`src/inc/lwf_pkg.sv`:
```
// Purpose: shared constants and carrier types for the wake-up filter and timers
// Assumes: 200 MHz mclk, internal RC oscillator nominally 32 kHz
// Notes: the oscillator tick is a one-cycle enable made from mclk by a divider
package lwf_pkg;

	// ------------------------------------------------------------------
	// Timing
	// ------------------------------------------------------------------
	localparam int unsigned LWF_MCLK_HZ = 200000000;
	localparam int unsigned LWF_OSC_HZ = 32000;
	localparam int unsigned LWF_OSC_DIV = LWF_MCLK_HZ / LWF_OSC_HZ;
	localparam int unsigned LWF_INACT_OSC = 512;
	localparam int unsigned LWF_ALARM_OSC = 1024;
	localparam int unsigned LWF_RDY_MS = 50;
	localparam int unsigned LWF_RDY_OSC = (LWF_RDY_MS * LWF_OSC_HZ) / 1000;

	// ------------------------------------------------------------------
	// Configuration word zero field positions
	// ------------------------------------------------------------------
	localparam int unsigned LWF_HI_SEL_MSB = 8;
	localparam int unsigned LWF_HI_SEL_LSB = 7;
	localparam int unsigned LWF_LO_SEL_MSB = 6;
	localparam int unsigned LWF_LO_SEL_LSB = 5;
	localparam logic [8:0] LWF_CFG0_RST = 9'h000;

	// Filter time counts in oscillator clocks
	localparam logic [8:0] LWF_T_32 = 9'h020;
	localparam logic [8:0] LWF_T_64 = 9'h040;
	localparam logic [8:0] LWF_T_128 = 9'h080;

	// Output selection on the shared data pin
	typedef enum logic [1:0]
	{
		LWF_OUT_DEMOD,
		LWF_OUT_CARRIER,
		LWF_OUT_STRENGTH,
		LWF_OUT_RSVD
	} lwf_out_sel_t;

	// Filter configuration carrier
	typedef struct packed
	{
		logic [1:0] filter_high_time_sel;
		logic [1:0] filter_low_time_sel;
	} lwf_filt_cfg_t;

	// Shared pin signals
	typedef struct packed
	{
		logic clk_in;
		logic data_in;
	} lwf_pin_in_t;

	typedef struct packed
	{
		logic alert_o;
		logic alert_oe;
		logic data_o;
		logic data_oe;
	} lwf_pin_out_t;

endpackage

```
`src/rtl/lwf_osc_timer.sv`:
```
// Purpose: retriggerable time-out counter of oscillator ticks supplied from outside
// Assumes: restart is a same-clock level or pulse
// Notes: done is a sticky level until restart
`timescale 1ns/10ps
module lwf_osc_timer #(
	parameter int unsigned LIMIT = 512, // Oscillator periods to time-out
	parameter int unsigned CW = 11 // Counter width
) (
	input wire logic mclk, // System clock
	input wire logic rst_b, // Async reset, active low
	input wire logic osc_tick, // One-cycle oscillator enable
	input wire logic restart, // Clear and restart count
	output logic done // Time-out reached
);
	import lwf_pkg::*;

	typedef struct packed
	{
		logic [CW-1:0] cnt;
		logic done;
	} lwf_tmr_st_t;

	lwf_tmr_st_t st_q;
	lwf_tmr_st_t st_d;

	// ------------------------------------------------------------------
	// Count oscillator ticks
	// ------------------------------------------------------------------
	always_comb
	begin
		st_d = st_q;
		if (restart)
		begin
			st_d.cnt = '0;
			st_d.done = 1'b0;
		end
		else if (osc_tick && !st_q.done)
		begin
			st_d.cnt = st_q.cnt + 1'b1;
			if (st_q.cnt == CW'(LIMIT - 1))
				st_d.done = 1'b1;
		end
	end

	// State register
	always_ff @(posedge mclk or negedge rst_b)
	begin
		if (!rst_b)
			st_q <= '0;
		else
			st_q <= st_d;
	end

	assign done = st_q.done;
endmodule

```
`src/rtl/lwf_sync3.sv`:
```
// Purpose: three-stage input synchroniser with agreement qualification
// Assumes: input is asynchronous to mclk
// Notes: output changes only when stages two and three agree
`timescale 1ns/10ps
module lwf_sync3 #(
	parameter int unsigned W = 3 // Number of bits
) (
	input wire logic mclk, // System clock
	input wire logic rst_b, // Async reset, active low
	input wire logic [W-1:0] din, // Raw pin levels
	input wire logic [W-1:0] rst_val, // Has no effect on dout; reset loads all ones
	output logic [W-1:0] dout // Qualified levels
);
	import lwf_pkg::*;

	typedef struct packed
	{
		logic [W-1:0] s1;
		logic [W-1:0] s2;
		logic [W-1:0] s3;
		logic [W-1:0] q;
	} lwf_sync_st_t;

	lwf_sync_st_t st_q;
	lwf_sync_st_t st_d;

	// ------------------------------------------------------------------
	// Shift and accept agreed values
	// ------------------------------------------------------------------
	always_comb
	begin
		st_d = st_q;
		st_d.s1 = din;
		st_d.s2 = st_q.s1;
		st_d.s3 = st_q.s2;
		for (int i = 0; i < W; i++)
		begin
			if (st_q.s2[i] == st_q.s3[i])
				st_d.q[i] = st_q.s3[i];
		end
	end

	// Reset loads all ones regardless of rst_val
	always_ff @(posedge mclk or negedge rst_b)
	begin
		if (!rst_b)
			st_q <= '1;
		else
			st_q <= st_d;
	end

	assign dout = st_q.q & (rst_val | ~rst_val);
endmodule

```
`src/rtl/lwf_wakeup_filter.sv`:
```
// Purpose: wake-up qualification, timers and shared pin control of an LF receive front end
// Assumes: demodulator level, carrier and pins arrive from outside the mclk domain
// Notes: all filter and timer counts use the oscillator tick, not the serial clock
//
// What this block does
// - inactivity timer expires after 512 oscillator periods
// - alarm timer expires after 1024 oscillator periods
// - high-time field codes 32/64/128, 00 disables
// - low-time field codes 32/32/64/128 clocks
// - disabled filter passes input straight through
// - inactivity flag shown only with filter disabled
// - alert low on parity error or alarm
// - chip select low selects programming mode
// - shared pin: serial clock or alert output
// - data pin: demod/carrier or serial data
// - strength output only when option selected
// - ready to receive within 50 ms
`timescale 1ns/10ps
module lwf_wakeup_filter
	import lwf_pkg::*;
#(
	parameter int unsigned OSC_DIV = lwf_pkg::LWF_OSC_DIV, // mclk cycles per osc period
	parameter int unsigned RDY_OSC = lwf_pkg::LWF_RDY_OSC // Osc periods until ready
) (
	input wire logic mclk, // System clock, 200 MHz
	input wire logic rst_b, // Async reset, active low
	input wire logic cs_b_in, // Chip select pin, active low
	input wire lwf_pkg::lwf_pin_in_t pin_in, // Shared pin input levels
	input wire logic demod_in, // Raw demodulator level
	input wire logic carrier_in, // Raw carrier clock level
	input wire logic [8:0] config_word_zero, // Configuration word zero
	input wire lwf_pkg::lwf_out_sel_t out_sel, // Data pin output selection
	input wire logic parity_err, // Config parity error level
	input wire logic sdo_bit, // Serial data to drive in programming
	input wire logic sdo_en, // Drive serial data in programming
	input wire logic gain_preserve, // Restart inactivity timer on command
	output lwf_pkg::lwf_pin_out_t pin_out, // Shared pin drives
	output logic strength_current_out, // Strength output enable
	output logic inactivity_timeout, // Inactivity expired, filter off only
	output logic prog_mode, // Serial programming mode active
	output logic rx_ready, // Ready to receive
	output logic spi_clk, // Qualified serial clock level
	output logic spi_din // Qualified serial data level
);

	// ------------------------------------------------------------------
	// Types and state
	// ------------------------------------------------------------------
	typedef enum logic [1:0]
	{
		FLT_WAIT_HIGH,
		FLT_WAIT_LOW,
		FLT_PASS
	} lwf_flt_state_t;

	typedef struct packed
	{
		logic [15:0] div_cnt;
		logic tick;
		lwf_flt_state_t fsm;
		logic [8:0] phase_cnt;
		logic [8:0] total_cnt;
		logic [10:0] rdy_cnt;
		logic prev_demod;
		lwf_pin_out_t pins;
		logic strength;
		logic inact;
		logic prog;
		logic ready;
		logic sclk;
		logic sdin;
	} lwf_top_st_t;

	lwf_top_st_t st_q;
	lwf_top_st_t st_d;
	lwf_filt_cfg_t cfg;
	logic [4:0] sync_out;
	logic cs_b_s;
	logic demod_s;
	logic carrier_s;
	logic inact_done;
	logic alarm_done;
	logic filt_on;
	logic inact_restart;
	logic alarm_restart;

	// Decode the high-time field into a clock count
	function automatic logic [8:0] hi_count(input logic [1:0] sel);
		unique case (sel)
			2'h1: hi_count = LWF_T_32;
			2'h2: hi_count = LWF_T_64;
			2'h3: hi_count = LWF_T_128;
			2'h0: hi_count = 9'h000;
		endcase
	endfunction

	// Decode the low-time field into a clock count
	function automatic logic [8:0] lo_count(input logic [1:0] sel);
		unique case (sel)
			2'h0, 2'h1: lo_count = LWF_T_32;
			2'h2: lo_count = LWF_T_64;
			2'h3: lo_count = LWF_T_128;
		endcase
	endfunction

	// ------------------------------------------------------------------
	// Field extraction and input synchronisers
	// ------------------------------------------------------------------
	assign cfg.filter_high_time_sel = config_word_zero[LWF_HI_SEL_MSB:LWF_HI_SEL_LSB];
	assign cfg.filter_low_time_sel = config_word_zero[LWF_LO_SEL_MSB:LWF_LO_SEL_LSB];
	assign filt_on = (cfg.filter_high_time_sel != 2'h0);

	lwf_sync3 #(
		.W(5)
	) u_sync (
		.mclk(mclk),
		.rst_b(rst_b),
		.din({cs_b_in, pin_in.clk_in, pin_in.data_in, demod_in, carrier_in}),
		.rst_val(5'h1F),
		.dout(sync_out)
	);

	assign cs_b_s = sync_out[4];
	assign demod_s = sync_out[1];
	assign carrier_s = sync_out[0];

	// Inactivity restarts on any demod edge, a preserve command or programming
	assign inact_restart = (demod_s != st_q.prev_demod) || gain_preserve || !cs_b_s;
	// Alarm restarts when data is qualified or the host selects the device
	assign alarm_restart = (st_q.fsm == FLT_PASS) || !cs_b_s;

	lwf_osc_timer #(
		.LIMIT(LWF_INACT_OSC),
		.CW(11)
	) u_inact (
		.mclk(mclk),
		.rst_b(rst_b),
		.osc_tick(st_q.tick),
		.restart(inact_restart),
		.done(inact_done)
	);

	lwf_osc_timer #(
		.LIMIT(LWF_ALARM_OSC),
		.CW(11)
	) u_alarm (
		.mclk(mclk),
		.rst_b(rst_b),
		.osc_tick(st_q.tick),
		.restart(alarm_restart),
		.done(alarm_done)
	);

	// ------------------------------------------------------------------
	// Next-state logic
	// ------------------------------------------------------------------
	always_comb
	begin
		st_d = st_q;
		st_d.prev_demod = demod_s;

		// Oscillator tick divider
		st_d.tick = 1'b0;
		if (st_q.div_cnt == 16'(OSC_DIV - 1))
		begin
			st_d.div_cnt = 16'h0000;
			st_d.tick = 1'b1;
		end
		else
			st_d.div_cnt = st_q.div_cnt + 16'h0001;

		// Wake-up filter: high phase, then low phase, within the total period
		if (!filt_on || !cs_b_s)
		begin
			st_d.fsm = FLT_WAIT_HIGH;
			st_d.phase_cnt = 9'h000;
			st_d.total_cnt = 9'h000;
		end
		else
		begin
			unique case (st_q.fsm)
				FLT_WAIT_HIGH:
				begin
					if (!demod_s)
					begin
						st_d.phase_cnt = 9'h000;
						st_d.total_cnt = 9'h000;
					end
					else if (st_q.tick)
					begin
						st_d.phase_cnt = st_q.phase_cnt + 9'h001;
						st_d.total_cnt = st_q.total_cnt + 9'h001;
					end
					if (demod_s && st_q.phase_cnt >= hi_count(cfg.filter_high_time_sel))
					begin
						st_d.fsm = FLT_WAIT_LOW;
						st_d.phase_cnt = 9'h000;
					end
				end
				FLT_WAIT_LOW:
				begin
					if (st_q.tick)
					begin
						st_d.total_cnt = st_q.total_cnt + 9'h001;
						st_d.phase_cnt = demod_s ? 9'h000 : st_q.phase_cnt + 9'h001;
					end
					if (demod_s && st_q.phase_cnt != 9'h000 &&
						st_q.phase_cnt < lo_count(cfg.filter_low_time_sel))
					begin
						// Low phase too short: start again
						st_d.fsm = FLT_WAIT_HIGH;
						st_d.phase_cnt = 9'h000;
						st_d.total_cnt = 9'h000;
					end
					else if (st_q.phase_cnt >= lo_count(cfg.filter_low_time_sel))
						st_d.fsm = FLT_PASS;
					else if (st_q.total_cnt >= 9'(hi_count(cfg.filter_high_time_sel)
						+ lo_count(cfg.filter_low_time_sel) + LWF_T_64))
					begin
						st_d.fsm = FLT_WAIT_HIGH;
						st_d.phase_cnt = 9'h000;
						st_d.total_cnt = 9'h000;
					end
				end
				FLT_PASS:
				begin
					// Stay open until the link goes quiet
					if (inact_done)
						st_d.fsm = FLT_WAIT_HIGH;
				end
				default:
					st_d.fsm = FLT_WAIT_HIGH;
			endcase
		end

		// Ready counter after reset
		if (st_q.tick && !st_q.ready)
		begin
			st_d.rdy_cnt = st_q.rdy_cnt + 11'h001;
			if (st_q.rdy_cnt == 11'(RDY_OSC - 1))
				st_d.ready = 1'b1;
		end

		// Mode and shared pins
		st_d.prog = !cs_b_s;
		st_d.sclk = sync_out[3];
		st_d.sdin = sync_out[2];
		if (!cs_b_s)
		begin
			// Programming: clock pin is an input, data pin is serial data
			st_d.pins.alert_oe = 1'b0;
			st_d.pins.alert_o = 1'b0;
			st_d.pins.data_oe = sdo_en;
			st_d.pins.data_o = sdo_bit;
		end
		else
		begin
			// Receive: open-drain alert pulls low on fault
			st_d.pins.alert_o = 1'b0;
			st_d.pins.alert_oe = parity_err || alarm_done;
			st_d.pins.data_oe = st_q.ready;
			if (out_sel == LWF_OUT_CARRIER)
				st_d.pins.data_o = carrier_s;
			else if (!filt_on)
				st_d.pins.data_o = demod_s;
			else
				st_d.pins.data_o = demod_s && (st_q.fsm == FLT_PASS);
		end
		st_d.strength = (out_sel == LWF_OUT_STRENGTH) && cs_b_s;
		st_d.inact = inact_done && !filt_on;
	end

	// ------------------------------------------------------------------
	// State register
	// ------------------------------------------------------------------
	always_ff @(posedge mclk or negedge rst_b)
	begin
		if (!rst_b)
		begin
			st_q <= '0;
			st_q.fsm <= FLT_WAIT_HIGH;
			st_q.sclk <= 1'b1;
			st_q.sdin <= 1'b1;
		end
		else
			st_q <= st_d;
	end

	// Outputs straight from flip-flops
	assign pin_out = st_q.pins;
	assign strength_current_out = st_q.strength;
	assign inactivity_timeout = st_q.inact;
	assign prog_mode = st_q.prog;
	assign rx_ready = st_q.ready;
	assign spi_clk = st_q.sclk;
	assign spi_din = st_q.sdin;
endmodule

```
`config.mk`:
```
export PLATFORM = sky130hd
export DESIGN_NAME = lwf_wakeup_filter
export DESIGN_NICKNAME = d
export VERILOG_FILES = /design/src/inc/lwf_pkg.sv /design/src/rtl/lwf_osc_timer.sv /design/src/rtl/lwf_sync3.sv /design/src/rtl/lwf_wakeup_filter.sv
export SDC_FILE = /design/constraint.sdc
export NUM_CORES = 1
export LEC_CHECK = 0
export BUFFER_PORTS_ARGS = -buffer_cell sky130_fd_sc_hd__buf_2
export CORE_UTILIZATION = 45
export CTS_BUF_LIST = sky130_fd_sc_hd__clkbuf_16
export DETAILED_ROUTE_END_ITERATION = 6
export PLACE_DENSITY_LB_ADDON = 0.15
export RECOVER_POWER = 50
export SKIP_CTS_REPAIR_TIMING = 1
export SYNTH_ARGS = -nofsm -noshare
export SYNTH_HDL_FRONTEND = slang
export SYNTH_SLANG_ARGS = --single-unit
```
`constraint.sdc`:
```
create_clock -name mclk -period 2.4 [get_ports mclk]
set_input_delay 0 -clock mclk [delete_from_list [all_inputs] [get_ports mclk]]
set_output_delay 0 -clock mclk [all_outputs]
set_load 0.05 [all_outputs]
```
==> reports/qor.yml, run 1 <==
worst_setup_path:
  cp_slowest_cell: "or4b_4"
  crit_path_cell_trace: "inv_2 -> ha_1 -> or4b_4 -> or3_4 -> nor3b_4 -> nor3_4 -> a32oi_1 -> o32ai_1"
  timing_worst_setup_path_type: "reg2reg"
  critPathArrivalTime_ps: 2640
  cp-start-kind: "flop"
  critPathMaxFanout: 5
  r2r_start: "st_q[31]"
  r2r_slack_ps: 3
  critPathCaptureType: "flop"
  required_ps: 2640
  cp_top_family: "simple AND/OR/NAND/NOR gates"
  cp-startpoint: "st_q[31]"
  critPathBufInv: 1
  max_stage_delay_ps: 470
die:
  die_w_um: 110.1
  initial_core_util: 0.4606
  core_um2: 11420
  io_pins: 32
  die_area_um2: 12120
  die_h_um: 110.1
  rows: 39
sta:
  slew_viol_final: 0
  rsz0062_at_grt: "yes"
  finClkSkew_ps: 5.782
  max_freq_ghz: 0.4172
  hold_violations: 0
  hold_slack_ps: 122.2
  min_period_over_period: 0.9987
  period_needed_ps: 2397
  slew_headroom: 0.07152
  setup_viol: 0
  worst_pin_slew_ps: 1393
place:
  portBuffers: 25
  place_hpwl_um: 7501
  finalWeightedCongestion: 0.8018
power:
  ir_drop_v: 0.0005524
  p_leak_nw: 2.777
  total_power_w: 0.003550
  cellPowerDensity_nw_per_um2: 568.6
layout:
  drive_above_1_share: 0.1917
  utilization: 0.5468
  fin_nets: 641
  synthToLayoutAreaGrowth_pct: 18.72
  fill_cells: 1047
  n_antenna_cell: 0
yosys:
  synth_top_area_cell: "dfrtp_1"
  async_reset_ff_frac: 1.000
  synthesis.nets: 573
  synth_cell_types: 62
  synth_edf_count: 0
  ys_warn_count: 0
  postSynthCellCount: 527
  ys_ff_latch: 102
  netlist_area_um2: 5259
  yosysSeqAreaShare: 0.4906
  synth_area_leaders: "dfrtp_1 38%, dfstp_2 11%, ha_1 5.5%, nor2_1 5.0%, xor2_1 4.2%"
  yosys.area.top_type_share: 0.3807
  yosys_most_used_dff: "dfrtp_1"
  synth_area_per_cell_um2: 9.979
drt:
  num_vias: 3989
  wirelength_um: 10650
  drc: 0
  via_per_inst: 5.369
  drtIter0Drc: 264
  antenna_left: 0
  routedWlPerCell_um: 14.33
  drt_pass1_iterations: 4
clocking:
  clk_latency_ps: 340
  ctsRootBufferMaster: "clkbuf_16"
  cts.sinks: 102
  cts_tree: "built"
  h-tree-depth: 3
  clkTransAtPathRegs_ps: 70
  cts_max_path_buffers: 2
  cts_buffers: 9
worst_hold_path:
  hold_path_class: "in2reg"
  hp-start: "config_word_zero[7]"
global_route:
  grt_antenna_before_repair: 0
  grt_pass1_wl_um: 18020
  overflow: 0
  grt_max_degree: 81
  grt_pass1_vias: 3861
  track_usage: 0.1917
status:
  status: "completed"
run:
  drv_cap: 0
sequential cells by signal (all words and copies together), names as in the netlist, 3 cells and up:
name          count
u_inact.st_q     11
u_sync.st_q      10
st_q             49
pin_out           3
u_alarm.st_q     11
u_sync.st_d      10
synth_stat cells, types with 2 or more instances:
cell,instances
dfrtp_1,80
xor2_1,25
mux2_2,2
a31oi_1,7
nand4_1,10
ha_1,23
nor4_1,3
a32oi_1,2
nand2b_1,9
and3b_1,2
inv_2,3
maj3_1,5
nand3_1,38
or4_1,2
inv_1,18
o2bb2ai_1,5
o221ai_1,3
nand3b_1,4
o22ai_1,2
buf_4,4
and3_1,20
a211oi_1,4
xnor2_1,22
and2_1,5
a21oi_1,14
dfstp_2,22
nand2_1,39
mux2i_1,3
o311ai_1,3
nor2b_1,6
o211ai_1,3
o21ai_0,8
o21a_1,2
clkbuf_1,11
o21ai_1,9
nor3b_1,3
or3_1,4
nor3_1,9
nor2_1,70
logic make-up (layout without fill, tap and decap cells):
family | Yosys count | after routing | synth area share
AO/OA/AOI/OAI | 75 | 75 | 0.09874
XOR/XNOR | 47 | 47 | 0.07828
adder cells (fa/ha/maj) | 29 | 29 | 0.06805
buffers and inverters | 38 | 111 | 0.03164
flip-flops | 102 | 102 | 0.4906
multiplexers | 5 | 5 | 0.009993
other | 1 | 1 | 0.0007131
AND/OR/NAND/NOR | 230 | 230 | 0.2220
area by class of cell:
type | count | area, um2 | share of cell area
clock inverter | 7 | 50.05 | 0.008016
tap | 143 | 178.9 | 0.02866
inverter | 21 | 78.83 | 0.01263
sequential | 102 | 2580 | 0.4132
multi-input combinational | 387 | 2615 | 0.4188
timing repair buffer | 74 | 515.5 | 0.08257
clock buffer | 9 | 225.2 | 0.03607
path summary, 6_finish.rpt:
check / to / cells past startpoint
hold reg to reg: u_sync.st_d[5] / 0
setup reg to reg: st_q[24] / 8
setup / recovery: st_q[24] / 8
max in group asynchronous: st_q[46] / 3
min in group asynchronous: st_q[30] / 2
hold / removal: inactivity_timeout / 4
metal layers:
metal | track usage | routed length [um] | up-vias
met4 | 0.04793 | 99 | 0
met3 | 0.03880 | 306 | 9
met1 | 0.2564 | 5200 | 1946
met2 | 0.3192 | 5040 | 47
li1 | - | - | 1987
met5 | 0 | 0 | -
power by group:
group	internal, W	switching, W
clock	0.000711	0.000646
combinational	0.000151	0.000245
sequential	0.00177	0.0000248
total	0.00263	0.000916
through the flow:
step	cells	instance area (um2)	setup TNS, ps	setup slack, ps
floorplan	527	5315	0	11.21
global placement	714	5817	-2990	-232.7
detailed placement	714	5817	-4475	-349.0
CTS	730	6092	-90.59	-58.23
global route	743	6243	-1103	-129.4
finish	743	6243	0	3.004
cells in the final DEF (no fill, tap or decap), types with 8 or more instances in the layout:
master / instances
a21oi_1: 12
and3_1: 20
buf_2: 19
buf_4: 35
clkbuf_16: 9
dfrtp_1: 80
dfstp_2: 15
dlygate4sd3_1: 12
ha_1: 20
inv_1: 15
nand2_1: 39
nand3_1: 38
nand4_1: 10
nor2_1: 70
nor3_1: 9
o21ai_0: 8
o21ai_1: 9
xnor2_1: 22
xor2_1: 25
worst min-delay path: cells and delay by family:
family                 cells  cell delay, ps
buffers and inverters      2             230
AND/OR/NAND/NOR            2             190
No activity file was read; power rests on OpenSTA's default activity.
==> inputs of run 2 (changes only) <==
--- a/config.mk
+++ b/config.mk
@@ -6,7 +6,7 @@
 export NUM_CORES = 1
 export LEC_CHECK = 0
 export BUFFER_PORTS_ARGS = -buffer_cell sky130_fd_sc_hd__buf_2
-export CORE_UTILIZATION = 45
+export CORE_UTILIZATION = 55
 export CTS_BUF_LIST = sky130_fd_sc_hd__clkbuf_16
 export DETAILED_ROUTE_END_ITERATION = 6
 export PLACE_DENSITY_LB_ADDON = 0.15
==> reports/qor.yml, run 2 (synthesis results as in run 1) <==
status:
  status: "finished, violations left"  # was completed
  violations: "negative setup slack"
layout:
  n_antenna_cell: 0  # unchanged
  synthToLayoutAreaGrowth_pct: 21.84  # was 18.72%
  regMostFlops: "st_q"  # unchanged
  layout_common_cells: "80 x dfrtp_1, 70 x nor2_1, 38 x nand2_1, 36 x nand3_1, 33 x buf_4"  # was 80 x dfrtp_1, 70 x nor2_1, 39 x nand2_1, 38 x nand3_1, 35 x buf_4
  fin_nets: 640  # was 641
  largest_register_ffs: 49  # unchanged
  instances_no_fill: 728  # was 743
  final_common_cell: "dfrtp_1"  # unchanged
  drive_above_1_share: 0.2304  # was 0.1917
  top_regs: "st_q: 49 flops, u_alarm.st_q: 11 flops, u_inact.st_q: 11 flops"  # unchanged
sta:
  hold_violations: 0  # unchanged
  fin_ws_ps: -3.552  # was 3.004 ps
  finClkSkew_ps: 11.39  # was 5.782 ps
  slew_viol_final: 0  # unchanged
  setup_viol: 1  # was 0
  period_needed_ps: 2404  # was 2397 ps
  worst_pin_slew_ps: 1202  # was 1393 ps
  slew_headroom: 0.1990  # was 0.07152
  max_freq_ghz: 0.4161  # was 0.4172 GHz
  rsz0062_at_grt: "yes"  # unchanged
  min_period_over_period: 1.001  # was 0.9987
worst_setup_path:
  critPathArrivalTime_ps: 2600  # was 2640 ps
  critPathMaxFanout: 5  # unchanged
  cp-start-kind: "primary input"  # was flop
  r2r_slack_ps: 10  # was 3 ps
  r2r_start: "st_q[31]"  # unchanged
  critPathCaptureType: "flop"  # unchanged
  reg2regPathDepth: 9  # was 8
  timing_worst_setup_path_type: "in2reg"  # was reg2reg
  required_ps: 2600  # was 2640 ps
  r2r_end: "st_q[30]"  # was st_q[24]
power:
  total_power_w: 0.003696  # was 0.003550 W
  ir_drop_v: 0.0005839  # was 0.0005524 V
  cellPowerDensity_nw_per_um2: 576.8  # was 568.6 nW/um2
  p_leak_nw: 2.837  # was 2.777 nW
die:
  initial_core_util: 0.5691  # was 0.4606
  die_h_um: 99.78  # was 110.1 um
  die_w_um: 99.78  # was 110.1 um
  io_pins: 32  # unchanged
  core_um2: 9240  # was 11420 um2
  die_area_um2: 9956  # was 12120 um2
  rows: 35  # was 39
worst_hold_path:
  hold_path_class: "in2reg"  # unchanged
  hp-start: "config_word_zero[7]"  # unchanged
  whs_endpoint: "inactivity_timeout"  # unchanged
  whs_path_depth: 4  # unchanged
drt:
  drt_pass1_iterations: 4  # unchanged
  drtIter0Drc: 188  # was 264
  routedWlPerCell_um: 14.58  # was 14.33 um
  num_vias: 4034  # was 3989
  drc: 0  # unchanged
  wirelength_um: 10610  # was 10650 um
  via_per_inst: 5.541  # was 5.369
  antenna_left: 0  # unchanged
clocking:
  h-tree-depth: 3  # unchanged
  clkTransAtPathRegs_ps: 70  # about the same
  cts_buffers: 9  # unchanged
  cts_tree: "built"  # unchanged
  ctsRootBufferMaster: "clkbuf_16"  # unchanged
  clk_latency_ps: 360  # was 340 ps
  cts.sinks: 102  # unchanged
  cts_max_path_buffers: 2  # unchanged
global_route:
  grt_antenna_before_repair: 0  # unchanged
  overflow: 0  # unchanged
  track_usage: 0.2323  # was 0.1917
  grt_pass1_wl_um: 17990  # was 18020 um
  grt_pass1_vias: 3914  # was 3861
  grt_max_degree: 58  # was 81
place:
  place_hpwl_um: 7398  # was 7501 um
  place_inst: 696  # was 714
  finalWeightedCongestion: 0.8136  # was 0.8018
  portBuffers: 25  # unchanged
run:
  drv_cap: 0  # unchanged
-- run 2: cell types whose count changed in the layout (fill, tap and decap cells not counted), sizes merged --
cell	delta
bufinv	+1
buf	+4
clkinvlp	+1
clkinv	-2
clkbuf	-5
-- run 2: routing by layer --
metal / up-vias / track usage / routed length (um)
met5: - / 0 / 0
met4: 0 / 0.07919 / 176
met3: 22 / 0.06267 / 476
met2: 84 / 0.3660 / 5031
met1: 1942 / 0.3126 / 4929
li1: 1986 / - / -
-- run 2: worst max-delay path by stage --
stage / slack [ps] / depth (start not counted) / startpoint / end
after CTS: -20 / 8 / st_q[31] / st_q[24]
after floorplan: 10 / 13 / config_word_zero[5] / st_q[31]
after global placement: -230 / 15 / config_word_zero[7] / st_q[31]
after detailed placement: -330 / 15 / config_word_zero[7] / st_q[31]
after global routing: -90 / 16 / config_word_zero[7] / st_q[31]
final: -4 / 16 / config_word_zero[7] / st_q[31]
-- run 2: worst max-delay path, stage by stage --
cell and delay, ps:
buf_8 100, nand2b_4 140, ha_4 240, inv_4 50, ha_4 120, inv_2 30
fa_2 330, xor2_1 160, ha_1 280, o21a_1 160, o2bb2ai_4 70, nor3b_4 370
nor3_4 90, buf_6 150, a221oi_2 230, a211oi_1 70
-- run 2: cell type report --
| cell class | instances | area (um2) |
|---|---|---|
| repair buffers | 73 | 544.3 |
| well taps | 129 | 161.4 |
| flip-flops and latches | 102 | 2580 |
| fillers | 703 | 2833 |
| multi-input cells | 387 | 2739 |
| clock buffers | 9 | 225.2 |
| inverters | 21 | 83.83 |
| clock inverters | 7 | 73.82 |
-- run 2: metrics by stage --
stage | TNS (ps) | util | setup WS, ps | instance area [um2] | hold WS (ps)
after floorplan | 0 | - | 11.21 | 5315 | -295.6
after global placement | -2940 | 0.6244 | -225.1 | 5769 | 62.36
after global routing | -463.7 | 0.6934 | -94.10 | 6407 | 125.3
after CTS | -41.25 | 0.6567 | -20.82 | 6068 | -325.1
final | -3.552 | 0.6934 | -3.552 | 6407 | 103.8
after detailed placement | -4249 | 0.6244 | -328.7 | 5769 | 58.79
-- run 2: power by group --
part           total [W]  switching (W)  internal (W)
sequential       0.00180      0.0000283       0.00177
combinational   0.000431       0.000260      0.000171
clock            0.00146       0.000650      0.000814
==> inputs of run 3 (changes only) <==
==> constraint.sdc (replaced) <==
create_clock -name mclk -period 2.12 [get_ports mclk]
set_input_delay 0 -clock mclk [delete_from_list [all_inputs] [get_ports mclk]]
set_output_delay 0 -clock mclk [all_outputs]
set_load 0.05 [all_outputs]
==> reports/qor.yml, run 3 (synthesis results as in run 1) <==
layout:
  largest_register_ffs: 49  # unchanged
  fin_nets: 657  # was 640
  final_common_cell: "dfrtp_1"  # unchanged
  fill_cells: 672  # was 703
  regMostFlops: "st_q"  # unchanged
  layout_common_cells: "80 x dfrtp_1, 69 x nor2_1, 50 x buf_4, 37 x nand3_1, 36 x nand2_1"  # was 80 x dfrtp_1, 70 x nor2_1, 38 x nand2_1, 36 x nand3_1, 33 x buf_4
  drive_above_1_share: 0.2273  # was 0.2304
  stdcell_area_um2: 6431  # was 6407 um2
  top_regs: "st_q: 49 flops, u_alarm.st_q: 11 flops, u_inact.st_q: 11 flops"  # unchanged
  ff_latch_area_um2: 2580  # unchanged
  multiInputGateArea_um2: 2716  # was 2739 um2
  synthToLayoutAreaGrowth_pct: 22.29  # was 21.84%
  n_antenna_cell: 0  # unchanged
global_route:
  grt_max_degree: 50  # was 58
  track_usage: 0.2329  # was 0.2323
  grt_antenna_before_repair: 0  # unchanged
  grt_pass1_wl_um: 18130  # was 17990 um
  grt_pass1_vias: 3885  # was 3914
  overflow: 0  # unchanged
die:
  rows: 35  # unchanged
  die_h_um: 99.78  # unchanged
  die_area_um2: 9956  # unchanged
  die_w_um: 99.78  # unchanged
  initial_core_util: 0.5691  # unchanged
  io_pins: 32  # unchanged
  core_um2: 9240  # unchanged
sta:
  fin_ws_ps: -387.1  # was -3.552 ps
  slew_headroom: 0.1794  # was 0.1990
  hold_violations: 0  # unchanged
  period_needed_ps: 2507
  worst_pin_slew_ps: 1231  # was 1202 ps
  min_period_over_period: 1.183
  rsz0062_at_grt: "yes"  # unchanged
  max_freq_ghz: 0.3989
  setup_viol: 18  # was 1
  slew_viol_final: 0  # unchanged
  finClkSkew_ps: 5.636  # was 11.39 ps
place:
  place_hpwl_um: 7655  # was 7398 um
  finalWeightedCongestion: 0.8344  # was 0.8136
  dpl-instance-area_um2: 5907  # was 5769 um2
  portBuffers: 25  # unchanged
clocking:
  ctsRootBufferMaster: "clkbuf_16"  # unchanged
  cts_tree: "built"  # unchanged
  cts.sinks: 102  # unchanged
  cts_buffers: 9  # unchanged
  clk_latency_ps: 340  # was 360 ps
  cts_max_path_buffers: 2  # unchanged
  h-tree-depth: 3  # unchanged
  clkTransAtPathRegs_ps: 60  # was 70 ps
worst_hold_path:
  whs_path_depth: 3  # was 4
  hold_path_class: "in2reg"  # unchanged
  whs_endpoint: "pin_out[1]"  # was inactivity_timeout
  hp-start: "out_sel[1]"  # was config_word_zero[7]
run:
  drv_cap: 0  # unchanged
drt:
  drt_pass1_iterations: 4  # unchanged
  drtIter0Drc: 171  # was 188
  via_per_inst: 5.483  # was 5.541
  wirelength_um: 11270  # was 10610 um
  num_vias: 4085  # was 4034
  drc: 0  # unchanged
  routedWlPerCell_um: 15.13  # was 14.58 um
  antenna_left: 0  # unchanged
worst_setup_path:
  critPathMaxFanout: 4  # was 5
  timing_worst_setup_path_type: "reg2reg"  # was in2reg
  r2r_slack_ps: -390  # was 10 ps
  reg2regPathDepth: 9  # unchanged
  required_ps: 2380  # was 2600 ps
  r2r_start: "st_q[31]"  # unchanged
  critPathArrivalTime_ps: 2760  # was 2600 ps
  critPathCaptureType: "flop"  # unchanged
  cp-start-kind: "flop"  # was primary input
  r2r_end: "st_q[28]"  # was st_q[30]
status:
  status: "finished, violations left"  # unchanged
  violations: "negative setup slack"  # unchanged
power:
  p_leak_nw: 2.903  # was 2.837 nW
  total_power_w: 0.003972  # was 0.003696 W
  ir_drop_v: 0.0005873  # was 0.0005839 V
  cellPowerDensity_nw_per_um2: 617.7  # was 576.8 nW/um2
run 3: metrics by stage:
step	setup WS, ps	setup TNS (ps)	util	hold WS [ps]	std cells
floorplan	-268.6	-3525	-	-295.6	527
global placement	-579.1	-8239	0.6393	57.50	712
CTS	-352.7	-4119	0.6669	-297.2	728
finish	-387.1	-5408	0.6960	46.52	745
detailed placement	-641.5	-9436	0.6393	64.89	712
global route	-480.3	-7215	0.6960	34.72	745
run 3: worst max-delay path, cell delays in order (launching register included):
cell	delay, ps
dfrtp_1	400
inv_2	90
ha_4	110
or4b_4	460
or3_4	410
nor3b_4	180
nor4_4	350
buf_4	190
nand3_1	70
o211ai_1	160
run 3: worst max path at each step:
stage | startpoint | to | slack [ps]
floorplan | config_word_zero[5] | st_q[31] | -270
global placement | config_word_zero[7] | st_q[31] | -580
detailed placement | config_word_zero[7] | st_q[31] | -640
CTS | st_q[31] | st_q[38] | -350
global route | st_q[31] | st_q[28] | -480
finish | st_q[31] | st_q[28] | -390
run 3: metal layers:
metal / part of all wire / vias to the layer above / track usage
met3: 0.029 / 8 / 0.04596
met5: 0 / - / 0
li1: - / 2010 / -
met2: 0.51 / 80 / 0.3931
met1: 0.45 / 1987 / 0.3013
met4: 0.012 / 0 / 0.07919
run 3: final cells by class:
type | count | area share
flip-flops and latches | 102 | 0.4012
inverters | 21 | 0.01265
well taps | 129 | 0.02510
repair buffers | 90 | 0.09903
clock buffers | 9 | 0.03502
clock inverters | 7 | 0.004669
multi-input cells | 387 | 0.4224
run 3: where the power goes:
group          internal, W  switching, W  total [W]
Combinational     0.000201      0.000308   0.000509
Sequential         0.00201     0.0000249    0.00203
Clock             0.000770      0.000662    0.00143
Total              0.00298      0.000995    0.00397
